$ cat src/verilog/mwbm_pkg.sv
// Shared constants and types of the microword and block move unit
package mwbm_pkg;

  // ****************************************
  // Widths
  // ****************************************
  localparam int DW = 16;
  localparam int UA_W = 9;
  localparam int SA_W = 9;
  localparam int STK_DEPTH = 4;
  localparam int SP_W = 3;

  // ****************************************
  // Special action bit positions
  // ****************************************
  localparam int SA_PC_LOAD = 0;
  localparam int SA_SC_LOAD = 1;
  localparam int SA_OPR_LOAD = 2;
  localparam int SA_PC_INC = 3;
  localparam int SA_SC_STEP = 4;
  localparam int SA_OPR_SHIFT = 5;
  localparam int SA_BUF_TO_IR = 6;
  localparam int SA_STK_INSERT = 7;
  localparam int SA_STK_DISCARD = 8;

  // ****************************************
  // Reset values and full stack pointer
  // ****************************************
  localparam logic [DW-1:0] WORD_RST = 16'h0000;
  localparam logic [UA_W-1:0] UADDR_RST = 9'h000;
  localparam logic [SP_W-1:0] SP_RST = 3'h0;
  localparam logic [SP_W-1:0] SP_FULL = 3'h4;

  // ****************************************
  // Types
  // ****************************************
  typedef enum logic [1:0] {
    MODE_PAGE_JUMP = 2'b00,
    MODE_BRANCH_ON_TRUE = 2'b01,
    MODE_BRANCH_ON_FALSE = 2'b10,
    MODE_STACK_RETURN_BRANCH = 2'b11
  } mwbm_mode_e;

  typedef enum logic [3:0] {
    ST_IDLE = 4'b0000,
    ST_ENTRY = 4'b0001,
    ST_SAVE_PC = 4'b0010,
    ST_DEC_TO = 4'b0011,
    ST_SET_PC = 4'b0100,
    ST_FETCH = 4'b0101,
    ST_COUNT = 4'b0110,
    ST_TEST = 4'b0111,
    ST_EXIT = 4'b1000,
    ST_REFILL = 4'b1001,
    ST_DECODE = 4'b1010
  } mwbm_state_e;

endpackage

$ cat src/verilog/mwbm_shcnt.sv
// Shift counter with all-ones flag
module mwbm_shcnt
  import mwbm_pkg::*;
(
  input wire logic clk_sys_i,
  input wire logic sys_rst_i,
  input wire logic load_i,
  input wire logic step_i,
  input wire logic [DW-1:0] value_i,
  output logic [DW-1:0] count_o,
  output logic full_o
);

  logic [DW-1:0] cnt_q;
  logic [DW-1:0] cnt_d;
  logic full_q;
  logic full_d;

  // ****************************************
  // Next value
  // ****************************************
  always_comb begin
    cnt_d = cnt_q;
    if (load_i) begin
      cnt_d = value_i;
    end else if (step_i) begin
      cnt_d = cnt_q + 16'h0001;
    end
    full_d = &cnt_d;
  end

  always_ff @(posedge clk_sys_i) begin
    if (sys_rst_i) begin
      cnt_q <= WORD_RST;
      full_q <= 1'b0;
    end else begin
      cnt_q <= cnt_d;
      full_q <= full_d;
    end
  end

  assign count_o = cnt_q;
  assign full_o = full_q;

endmodule

$ cat src/verilog/mwbm_useq.sv
// Microaddress sequencer with return stack
module mwbm_useq
  import mwbm_pkg::*;
(
  input wire logic clk_sys_i,
  input wire logic sys_rst_i,
  input wire logic valid_i,
  input wire logic [1:0] mode_i,
  input wire logic cond_i,
  input wire logic [UA_W-1:0] pass_i,
  input wire logic [UA_W-1:0] fail_i,
  input wire logic insert_i,
  input wire logic discard_i,
  input wire logic [UA_W-1:0] insert_val_i,
  output logic [UA_W-1:0] uaddr_o,
  output logic [SP_W-1:0] depth_o
);

  logic [UA_W-1:0] stk_q [STK_DEPTH];
  logic [UA_W-1:0] stk_d [STK_DEPTH];
  logic [SP_W-1:0] sp_q;
  logic [SP_W-1:0] sp_d;
  logic [UA_W-1:0] ua_q;
  logic [UA_W-1:0] ua_d;
  logic [UA_W-1:0] top;
  logic page_jump;

  // ****************************************
  // Next microaddress and stack
  // ****************************************
  always_comb begin
    stk_d = stk_q;
    sp_d = sp_q;
    ua_d = ua_q;
    page_jump = (mode_i == MODE_PAGE_JUMP);
    top = (sp_q != SP_RST) ? stk_q[sp_q[1:0] - 2'h1] : UADDR_RST;
    if (valid_i) begin
      case (mode_i)
        MODE_PAGE_JUMP: begin
          ua_d = pass_i;
        end
        MODE_BRANCH_ON_TRUE: begin
          ua_d = cond_i ? pass_i : fail_i;
        end
        MODE_BRANCH_ON_FALSE: begin
          ua_d = cond_i ? fail_i : pass_i;
        end
        default: begin
          ua_d = top;
          if (sp_q != SP_RST) begin
            sp_d = sp_q - 3'h1;
          end
        end
      endcase
      if (page_jump && insert_i && sp_q != SP_FULL) begin
        stk_d[sp_q[1:0]] = insert_val_i;
        sp_d = sp_q + 3'h1;
      end else if (page_jump && discard_i && sp_q != SP_RST) begin
        sp_d = sp_q - 3'h1;
      end
    end
  end

  always_ff @(posedge clk_sys_i) begin
    if (sys_rst_i) begin
      for (int i = 0; i < STK_DEPTH; i++) begin
        stk_q[i] <= UADDR_RST;
      end
      sp_q <= SP_RST;
      ua_q <= UADDR_RST;
    end else begin
      stk_q <= stk_d;
      sp_q <= sp_d;
      ua_q <= ua_d;
    end
  end

  assign uaddr_o = ua_q;
  assign depth_o = sp_q;

endmodule

$ cat src/verilog/mwbm_top.sv
// Microword special actions and memory-to-memory block copy engine
//
// Behaviour
// - pc_load_from_alu loads the program counter from the ALU output.
// - shift_count_load loads the shift counter; shift_count_step increments it.
// - operand_reg_load loads the operand register; may combine with pc_increment.
// - pc_increment adds one to the program counter.
// - operand_shift moves operand one bit left or right, with supplied end bits.
// - buffer_to_instr_reg copies the instruction buffer into the instruction register.
// - stack insert pushes a value, only under page_jump addressing.
// - stack_discard_top drops the top entry, only under page_jump addressing.
// - branch_on_true/false take pass or fail address from the condition.
// - stack_return_branch jumps to the stack top and pops it.
// - shift_count_full_flag is set when the shift counter is all ones.
// - Copy moves count words, ascending, from source to destination.
// - Copy saves PC then sets PC to source minus one.
// - Source and destination are decremented once before the loop.
// - copy_loop_fetch increments source, reads it, drives latch for pending store.
// - Second loop word decrements and samples the result.
// - Third word increments R0, tests sign, stores and loops while clear.
// - On negative count, leave loop and drop the outstanding read data.
// - copy_exit restores PC fetches, branches to pipeline_refill_state.
// - Refill increments PC and fetches; decode loads IR and returns to ROM.
module mwbm_top
  import mwbm_pkg::*;
(
  input wire logic clk_sys_i,
  input wire logic sys_rst_i,
  input wire logic uw_valid_i,
  input wire logic [SA_W-1:0] uw_action_i,
  input wire logic [1:0] uw_mode_i,
  input wire logic uw_cond_i,
  input wire logic [UA_W-1:0] uw_pass_i,
  input wire logic [UA_W-1:0] uw_fail_i,
  input wire logic [UA_W-1:0] uw_insert_val_i,
  input wire logic uw_shift_right_i,
  input wire logic uw_shift_hi_i,
  input wire logic uw_shift_lo_i,
  input wire logic [DW-1:0] alu_i,
  input wire logic copy_start_i,
  input wire logic [DW-1:0] gpr_to_i,
  input wire logic [DW-1:0] gpr_from_i,
  input wire logic [DW-1:0] gpr_count_i,
  input wire logic [DW-1:0] mem_rdata_i,
  input wire logic mem_done_i,
  output logic mem_req_o,
  output logic mem_write_o,
  output logic [DW-1:0] mem_addr_o,
  output logic [DW-1:0] mem_wdata_o,
  output logic [DW-1:0] pc_o,
  output logic [DW-1:0] opr_o,
  output logic [DW-1:0] ir_o,
  output logic [DW-1:0] shift_count_o,
  output logic shift_count_full_flag_o,
  output logic [UA_W-1:0] uaddr_o,
  output logic [SP_W-1:0] stack_depth_o,
  output logic copy_busy_o,
  output logic rom_return_o
);

  // ****************************************
  // State
  // ****************************************
  mwbm_state_e st_q;
  mwbm_state_e st_d;
  logic [DW-1:0] pc_q, pc_d, opr_q, opr_d, ir_q, ir_d, ibuf_q, ibuf_d;
  logic [DW-1:0] r0_q, r0_d, r1_q, r1_d, r2_q, r2_d, r7_q, r7_d;
  logic [DW-1:0] latch_q, latch_d, addr_q, addr_d, wdata_q, wdata_d;
  logic [DW-1:0] wr_addr_q, wr_addr_d;
  logic req_q, req_d, we_q, we_d, ifetch_q, ifetch_d;
  logic discard_q, discard_d, wr_pend_q, wr_pend_d, neg_q, neg_d;
  logic busy_q, busy_d, ret_q, ret_d;
  logic uw_go;
  logic port_free;
  logic [DW-1:0] cnt_dec;

  function automatic logic [DW-1:0] wstep(input logic [DW-1:0] a, input logic down);
    wstep = down ? (a - 16'h0001) : (a + 16'h0001);
  endfunction

  // ****************************************
  // Submodules
  // ****************************************
  assign uw_go = uw_valid_i && (st_q == ST_IDLE);

  mwbm_useq u_useq (
    .clk_sys_i(clk_sys_i),
    .sys_rst_i(sys_rst_i),
    .valid_i(uw_go),
    .mode_i(uw_mode_i),
    .cond_i(uw_cond_i),
    .pass_i(uw_pass_i),
    .fail_i(uw_fail_i),
    .insert_i(uw_action_i[SA_STK_INSERT]),
    .discard_i(uw_action_i[SA_STK_DISCARD]),
    .insert_val_i(uw_insert_val_i),
    .uaddr_o(uaddr_o),
    .depth_o(stack_depth_o)
  );

  mwbm_shcnt u_shcnt (
    .clk_sys_i(clk_sys_i),
    .sys_rst_i(sys_rst_i),
    .load_i(uw_go && uw_action_i[SA_SC_LOAD]),
    .step_i(uw_go && uw_action_i[SA_SC_STEP]),
    .value_i(alu_i),
    .count_o(shift_count_o),
    .full_o(shift_count_full_flag_o)
  );

  // ****************************************
  // Next state
  // ****************************************
  always_comb begin
    st_d = st_q;
    pc_d = pc_q;
    opr_d = opr_q;
    ir_d = ir_q;
    ibuf_d = ibuf_q;
    r0_d = r0_q;
    r1_d = r1_q;
    r2_d = r2_q;
    r7_d = r7_q;
    latch_d = latch_q;
    addr_d = addr_q;
    wdata_d = wdata_q;
    wr_addr_d = wr_addr_q;
    req_d = req_q;
    we_d = we_q;
    ifetch_d = ifetch_q;
    discard_d = discard_q;
    wr_pend_d = wr_pend_q;
    neg_d = neg_q;
    ret_d = 1'b0;
    cnt_dec = wstep(r2_q, 1'b1);
    port_free = !req_q;

    // Memory completion; write data stays in wdata_q until here
    if (req_q && mem_done_i) begin
      req_d = 1'b0;
      discard_d = 1'b0;
      if (!we_q && ifetch_q) begin
        ir_d = ibuf_q;
        ibuf_d = mem_rdata_i;
      end else if (!we_q && !discard_q) begin
        latch_d = mem_rdata_i;
      end
    end

    case (st_q)
      ST_IDLE: begin
        if (uw_go) begin
          if (uw_action_i[SA_PC_LOAD]) begin
            pc_d = alu_i;
          end else if (uw_action_i[SA_PC_INC]) begin
            pc_d = wstep(pc_q, 1'b0);
          end
          if (uw_action_i[SA_OPR_LOAD]) begin
            opr_d = alu_i;
          end else if (uw_action_i[SA_OPR_SHIFT]) begin
            opr_d = uw_shift_right_i ? {uw_shift_hi_i, opr_q[DW-1:1]} :
                                       {opr_q[DW-2:0], uw_shift_lo_i};
          end
          if (uw_action_i[SA_BUF_TO_IR]) begin
            ir_d = ibuf_q;
          end
        end else if (copy_start_i) begin
          r0_d = gpr_to_i;
          r1_d = gpr_from_i;
          r2_d = gpr_count_i;
          st_d = ST_ENTRY;
        end
      end
      ST_ENTRY: begin
        st_d = ST_SAVE_PC;
      end
      ST_SAVE_PC: begin
        r7_d = pc_q;
        st_d = ST_DEC_TO;
      end
      ST_DEC_TO: begin
        r0_d = wstep(r0_q, 1'b1);
        st_d = ST_SET_PC;
      end
      ST_SET_PC: begin
        pc_d = wstep(r1_q, 1'b1);
        st_d = ST_FETCH;
      end
      ST_FETCH: begin
        if (wr_pend_q && port_free) begin
          req_d = 1'b1;
          we_d = 1'b1;
          ifetch_d = 1'b0;
          addr_d = wr_addr_q;
          wdata_d = latch_q;
          wr_pend_d = 1'b0;
        end else if (!wr_pend_q && port_free) begin
          pc_d = wstep(pc_q, 1'b0);
          req_d = 1'b1;
          we_d = 1'b0;
          ifetch_d = 1'b0;
          addr_d = wstep(pc_q, 1'b0);
          st_d = ST_COUNT;
        end
      end
      ST_COUNT: begin
        r2_d = cnt_dec;
        neg_d = cnt_dec[DW-1];
        st_d = ST_TEST;
      end
      ST_TEST: begin
        if (neg_q) begin
          discard_d = req_q && !(mem_done_i);
          st_d = ST_EXIT;
        end else if (port_free) begin
          r0_d = wstep(r0_q, 1'b0);
          wr_addr_d = wstep(r0_q, 1'b0);
          wr_pend_d = 1'b1;
          st_d = ST_FETCH;
        end
      end
      ST_EXIT: begin
        if (port_free) begin
          pc_d = r7_q;
          req_d = 1'b1;
          we_d = 1'b0;
          ifetch_d = 1'b1;
          addr_d = r7_q;
          st_d = ST_REFILL;
        end
      end
      ST_REFILL: begin
        if (port_free) begin
          pc_d = wstep(pc_q, 1'b0);
          req_d = 1'b1;
          we_d = 1'b0;
          ifetch_d = 1'b1;
          addr_d = wstep(pc_q, 1'b0);
          st_d = ST_DECODE;
        end
      end
      ST_DECODE: begin
        if (port_free) begin
          ret_d = 1'b1;
          st_d = ST_IDLE;
        end
      end
      default: begin
        st_d = ST_IDLE;
      end
    endcase
    busy_d = (st_d != ST_IDLE);
  end

  // ****************************************
  // Registers
  // ****************************************
  always_ff @(posedge clk_sys_i) begin
    if (sys_rst_i) begin
      st_q <= ST_IDLE;
      pc_q <= WORD_RST;
      opr_q <= WORD_RST;
      ir_q <= WORD_RST;
      ibuf_q <= WORD_RST;
      r0_q <= WORD_RST;
      r1_q <= WORD_RST;
      r2_q <= WORD_RST;
      r7_q <= WORD_RST;
      latch_q <= WORD_RST;
      addr_q <= WORD_RST;
      wdata_q <= WORD_RST;
      wr_addr_q <= WORD_RST;
      req_q <= 1'b0;
      we_q <= 1'b0;
      ifetch_q <= 1'b0;
      discard_q <= 1'b0;
      wr_pend_q <= 1'b0;
      neg_q <= 1'b0;
      busy_q <= 1'b0;
      ret_q <= 1'b0;
    end else begin
      st_q <= st_d;
      pc_q <= pc_d;
      opr_q <= opr_d;
      ir_q <= ir_d;
      ibuf_q <= ibuf_d;
      r0_q <= r0_d;
      r1_q <= r1_d;
      r2_q <= r2_d;
      r7_q <= r7_d;
      latch_q <= latch_d;
      addr_q <= addr_d;
      wdata_q <= wdata_d;
      wr_addr_q <= wr_addr_d;
      req_q <= req_d;
      we_q <= we_d;
      ifetch_q <= ifetch_d;
      discard_q <= discard_d;
      wr_pend_q <= wr_pend_d;
      neg_q <= neg_d;
      busy_q <= busy_d;
      ret_q <= ret_d;
    end
  end

  // ****************************************
  // Outputs
  // ****************************************
  assign mem_req_o = req_q;
  assign mem_write_o = we_q;
  assign mem_addr_o = addr_q;
  assign mem_wdata_o = wdata_q;
  assign pc_o = pc_q;
  assign opr_o = opr_q;
  assign ir_o = ir_q;
  assign copy_busy_o = busy_q;
  assign rom_return_o = ret_q;

endmodule

$ cat config.mk
export PLATFORM = sky130hd
export DESIGN_NAME = mwbm_top
export DESIGN_NICKNAME = d
export VERILOG_FILES = /design/src/verilog/mwbm_pkg.sv /design/src/verilog/mwbm_shcnt.sv /design/src/verilog/mwbm_useq.sv /design/src/verilog/mwbm_top.sv
export SDC_FILE = /design/constraint.sdc
export NUM_CORES = 1
export LEC_CHECK = 0
export ABC_CLOCK_PERIOD_IN_PS = 8200
export BUFFER_PORTS_ARGS = -buffer_cell sky130_fd_sc_hd__buf_2
export CAP_MARGIN = 20
export CELL_PAD_IN_SITES_DETAIL_PLACEMENT = 1
export CELL_PAD_IN_SITES_GLOBAL_PLACEMENT = 1
export CORE_ASPECT_RATIO = 1.1
export CORE_UTILIZATION = 44
export CTS_BUF_LIST = sky130_fd_sc_hd__clkbuf_8 sky130_fd_sc_hd__clkbuf_16
export CTS_CLUSTER_DIAMETER = 50
export DETAILED_ROUTE_END_ITERATION = 8
export GPL_ROUTABILITY_DRIVEN = 0
export PLACE_DENSITY = 0.95
export RECOVER_POWER = 50
export SYNTH_ARGS = -nofsm -noshare
export SYNTH_HDL_FRONTEND = slang
export SYNTH_SLANG_ARGS = --single-unit
$ cat constraint.sdc
create_clock -name clk_sys_i -period 8.2 [get_ports clk_sys_i]
set_clock_uncertainty 0.15 [all_clocks]
set_input_delay 1.23 -clock clk_sys_i [delete_from_list [all_inputs] [get_ports clk_sys_i]]
set_output_delay 1.23 -clock clk_sys_i [all_outputs]
set_load 0.05 [all_outputs]
==> flow_metrics.tcl <==
set metrics [dict create \
    clk_pin_slew_ns 0.06 \
    ctsResizeCount 0 \
    syn2layout_area_growth_pct 18.4 \
    ys_seq_elements 269 \
    max_stage_delay_ns 3.28 \
    final_cell_mix "nand2_1, dfxtp_1, a21oi_1, nor2_1, buf_2" \
    multi_input_area_um2 7530 \
    routed_via_density 6.12 \
    critPathCaptureType "flip-flop" \
    hold_path_depth 2 \
    critPathKind "input port to flip-flop" \
    num_io_pins 240 \
    clock_latency_ns 0.51 \
    fin_hold_ws_ns 0.306 \
    drive_gt1_share_pct 12.6 \
    fin_cells 2366 \
    syn-instance-count 1767 \
    grt_pass1_wl_um 77300 \
    totalPowerFinal_mw 3.65 \
    slew_headroom_pct -210 \
    worstPathMaxFanout 108 \
    fmax_mhz 186 \
    rsz0062_at_grt "no" \
    utilization_pct 53.5 \
    cap_violations 2 \
    synth_area_leaders "dfxtp_1, a21oi_1, nand2_1" \
    clock-root-buffer "clkbuf_16" \
    synth_ff_type "dfxtp_1" \
    yosysTopAreaCellShare_pct 39.9 \
    io_buffers 239 \
    status "complete, but fails checks" \
    start_util_pct 45.2 \
    rr_worst_depth 5 \
    grtUsageTotal_pct 30.5 \
    die_area_um2 31400 \
    drtIter0Drc 1277 \
    syn_nets 1905 \
    syn_area_um2 13500 \
    hold_end "latch_q[8]" \
    ys.warnings.count 0 \
    grt_overflow 0 \
    dieWidth_um 169 \
    rrSetupSlack_ns 4.56 \
    tightestPinTransition_ns 4.65 \
    avgSynthCellArea_um2 7.64 \
    cts_max_level 2 \
    synth_edf_count 0 \
    critical-path-slowest-cell "clkbuf_1" \
    worst-endpoint-arrival_ns 5.40 \
    hold_buffers 0 \
    ys_seq_area_share_pct 39.9 \
    ant_nets 0 \
    std_cell_rows 66 \
    clockBufferDepth 3 \
    setup_viol 0 \
    cts.sinks 269 \
    critPathLaunchType "input port" \
    seqCellArea_um2 5390 \
    numCtsBuffers 35 \
    die_h_um 186 \
    cts_tree "built" \
    nFillCells 3849 \
    cp.buffers_inverters 2 \
    antenna_found_initial 9 \
    reg2reg_to "mem_addr_o[1]" \
    fin_setup_tns_ns 0 \
    synth_cell_type_count 79 \
    violations "capacitance limit, slew limit" \
    p_leak_nw 5.67 \
    min_path_type "flip-flop to flip-flop" \
    async_reset_ff_share_pct 0 \
    layout_commonest_cell "nand2_1" \
    finalCriticalPeriod_ns 5.38 \
    min-delay-start "latch_q[8]" \
    wl_per_cell_um 20.9 \
    crit_required_ns 8.22 \
    rr_startpoint "st_q[3]" \
    power-per-cell-area_nw_per_um2 228 \
    post_cts_buffers 0 \
    routed_wl_um 49400 \
    yosys.area.top_type "dfxtp_1" \
    core-area_um2 29900 \
    drc 0 \
    ir_drop_mv 0.174 \
    hold_violations 0 \
    slew_viol_final 197 \
    crit_chain "clkbuf_8 > clkbuf_1 > nor3_1" \
    post-route-period-util_pct 65.6 \
    final_nets 2068 \
    grt_pass1_vias 14539 \
    dp.cells 2296 \
    crit_family "buffers and inverters" \
    dp_hpwl_um 33800 \
    drtPass1Iterations 8 \
    grt_max_degree 109 \
    routed-via-count 14484 \
]
-- per-stage QoR --
step | worst slack (ns) | cell area [um2]
6_report | 2.82 | 16000
5_1_grt | 2.49 | 16000
4_1_cts | 4.61 | 16100
3_5_place_dp | 4.27 | 14800
3_3_place_gp | 4.42 | 14800
2_1_floorplan | 5.11 | 13500
-- metal layers --
layer	vias to the layer above	GRT usage [%]	routed length, um
met5	-	0	92
met4	14	13.8	2340
met3	175	6.34	3470
met2	625	52.7	23700
met1	7063	36.5	19800
li1	6607	-	-
-- worst register-to-register path: cells and delay by family (launching register included) --
kind | cells | cell delay, ns
and+or+nand+nor | 2 | 1.13
DFF | 1 | 0.77
AOI/OAI and AO/OA | 3 | 1.28
-- worst max-delay path by stage --
stage                                 start           endpoint  slack [ns]  depth (start not counted)
final                             sys_rst_i  u_useq.uaddr_o[5]        2.82                          3
after global routing              sys_rst_i  u_useq.uaddr_o[5]        2.49                          3
after CTS                           st_q[2]           opr_o[9]        4.61                          6
after detailed placement         uw_valid_i          opr_o[13]        4.27                          7
after global placement           uw_valid_i           opr_o[7]        4.42                          7
after floorplan           u_useq.depth_o[0]  u_useq.uaddr_o[0]        5.11                          7
-- state kept, by name, indices dropped and copies added (netlist names), 3 cells and up --
register and flops:
latch_q 16, r7_q 16, r1_q 16, ibuf_q 16, u_useq.stk_q 36, mem_addr_o 16, wr_addr_q 16, ir_o 16
opr_o 16, u_useq.uaddr_o 9, r2_q 16, pc_o 16, u_useq.depth_o 3, u_shcnt.count_o 16, mem_wdata_o 16, r0_q 16
st_q 4
-- report_power, final --
group	internal, mW	switching (mW)
combinational	0.183	0.412
clock	1.01	0.613
sequential	1.36	0.0768
-- synth_stat cells, drive strengths merged, types with 6 or more instances --
library cell and count:
a311oi 6, xnor2 36, nand4 10, a21oi 243
buf 20, or3 15, o22ai 7, mux4 9
xor2 25, o21ai 61, a211oi 58, nand3 64
nor2 207, inv 27, a222oi 11, nor2b 19
dfxtp 269, nor3b 6, a22oi 17, and3 8
a31oi 7, ha 10, nand2 310, clkbuf 112
nor3 42, nor4 25, mux2i 17, nand2b 14
a221oi 33
-- area by class of cell --
| type | count | share of cell area [%] |
|---|---|---|
| diodes | 2 | 0.0313 |
| clock buffers | 40 | 6.05 |
| clock inverters | 23 | 1.62 |
| inverters | 28 | 0.657 |
| multi-input cells | 1338 | 47.1 |
| flip-flops and latches | 269 | 33.7 |
| well taps | 408 | 3.19 |
| repair buffers | 258 | 7.71 |
-- logic make-up after synthesis --
group | after synthesis | synth area share, %
AOI/OAI and AO/OA | 493 | 22.8
and+or+nand+nor | 746 | 24.8
xor gates and xnor gates | 61 | 3.96
DFF | 269 | 39.9
adders and majority gates | 11 | 1.07
buffers and inverters | 160 | 4.62
muxes | 27 | 2.84
Power figures use the tool's default switching activity.
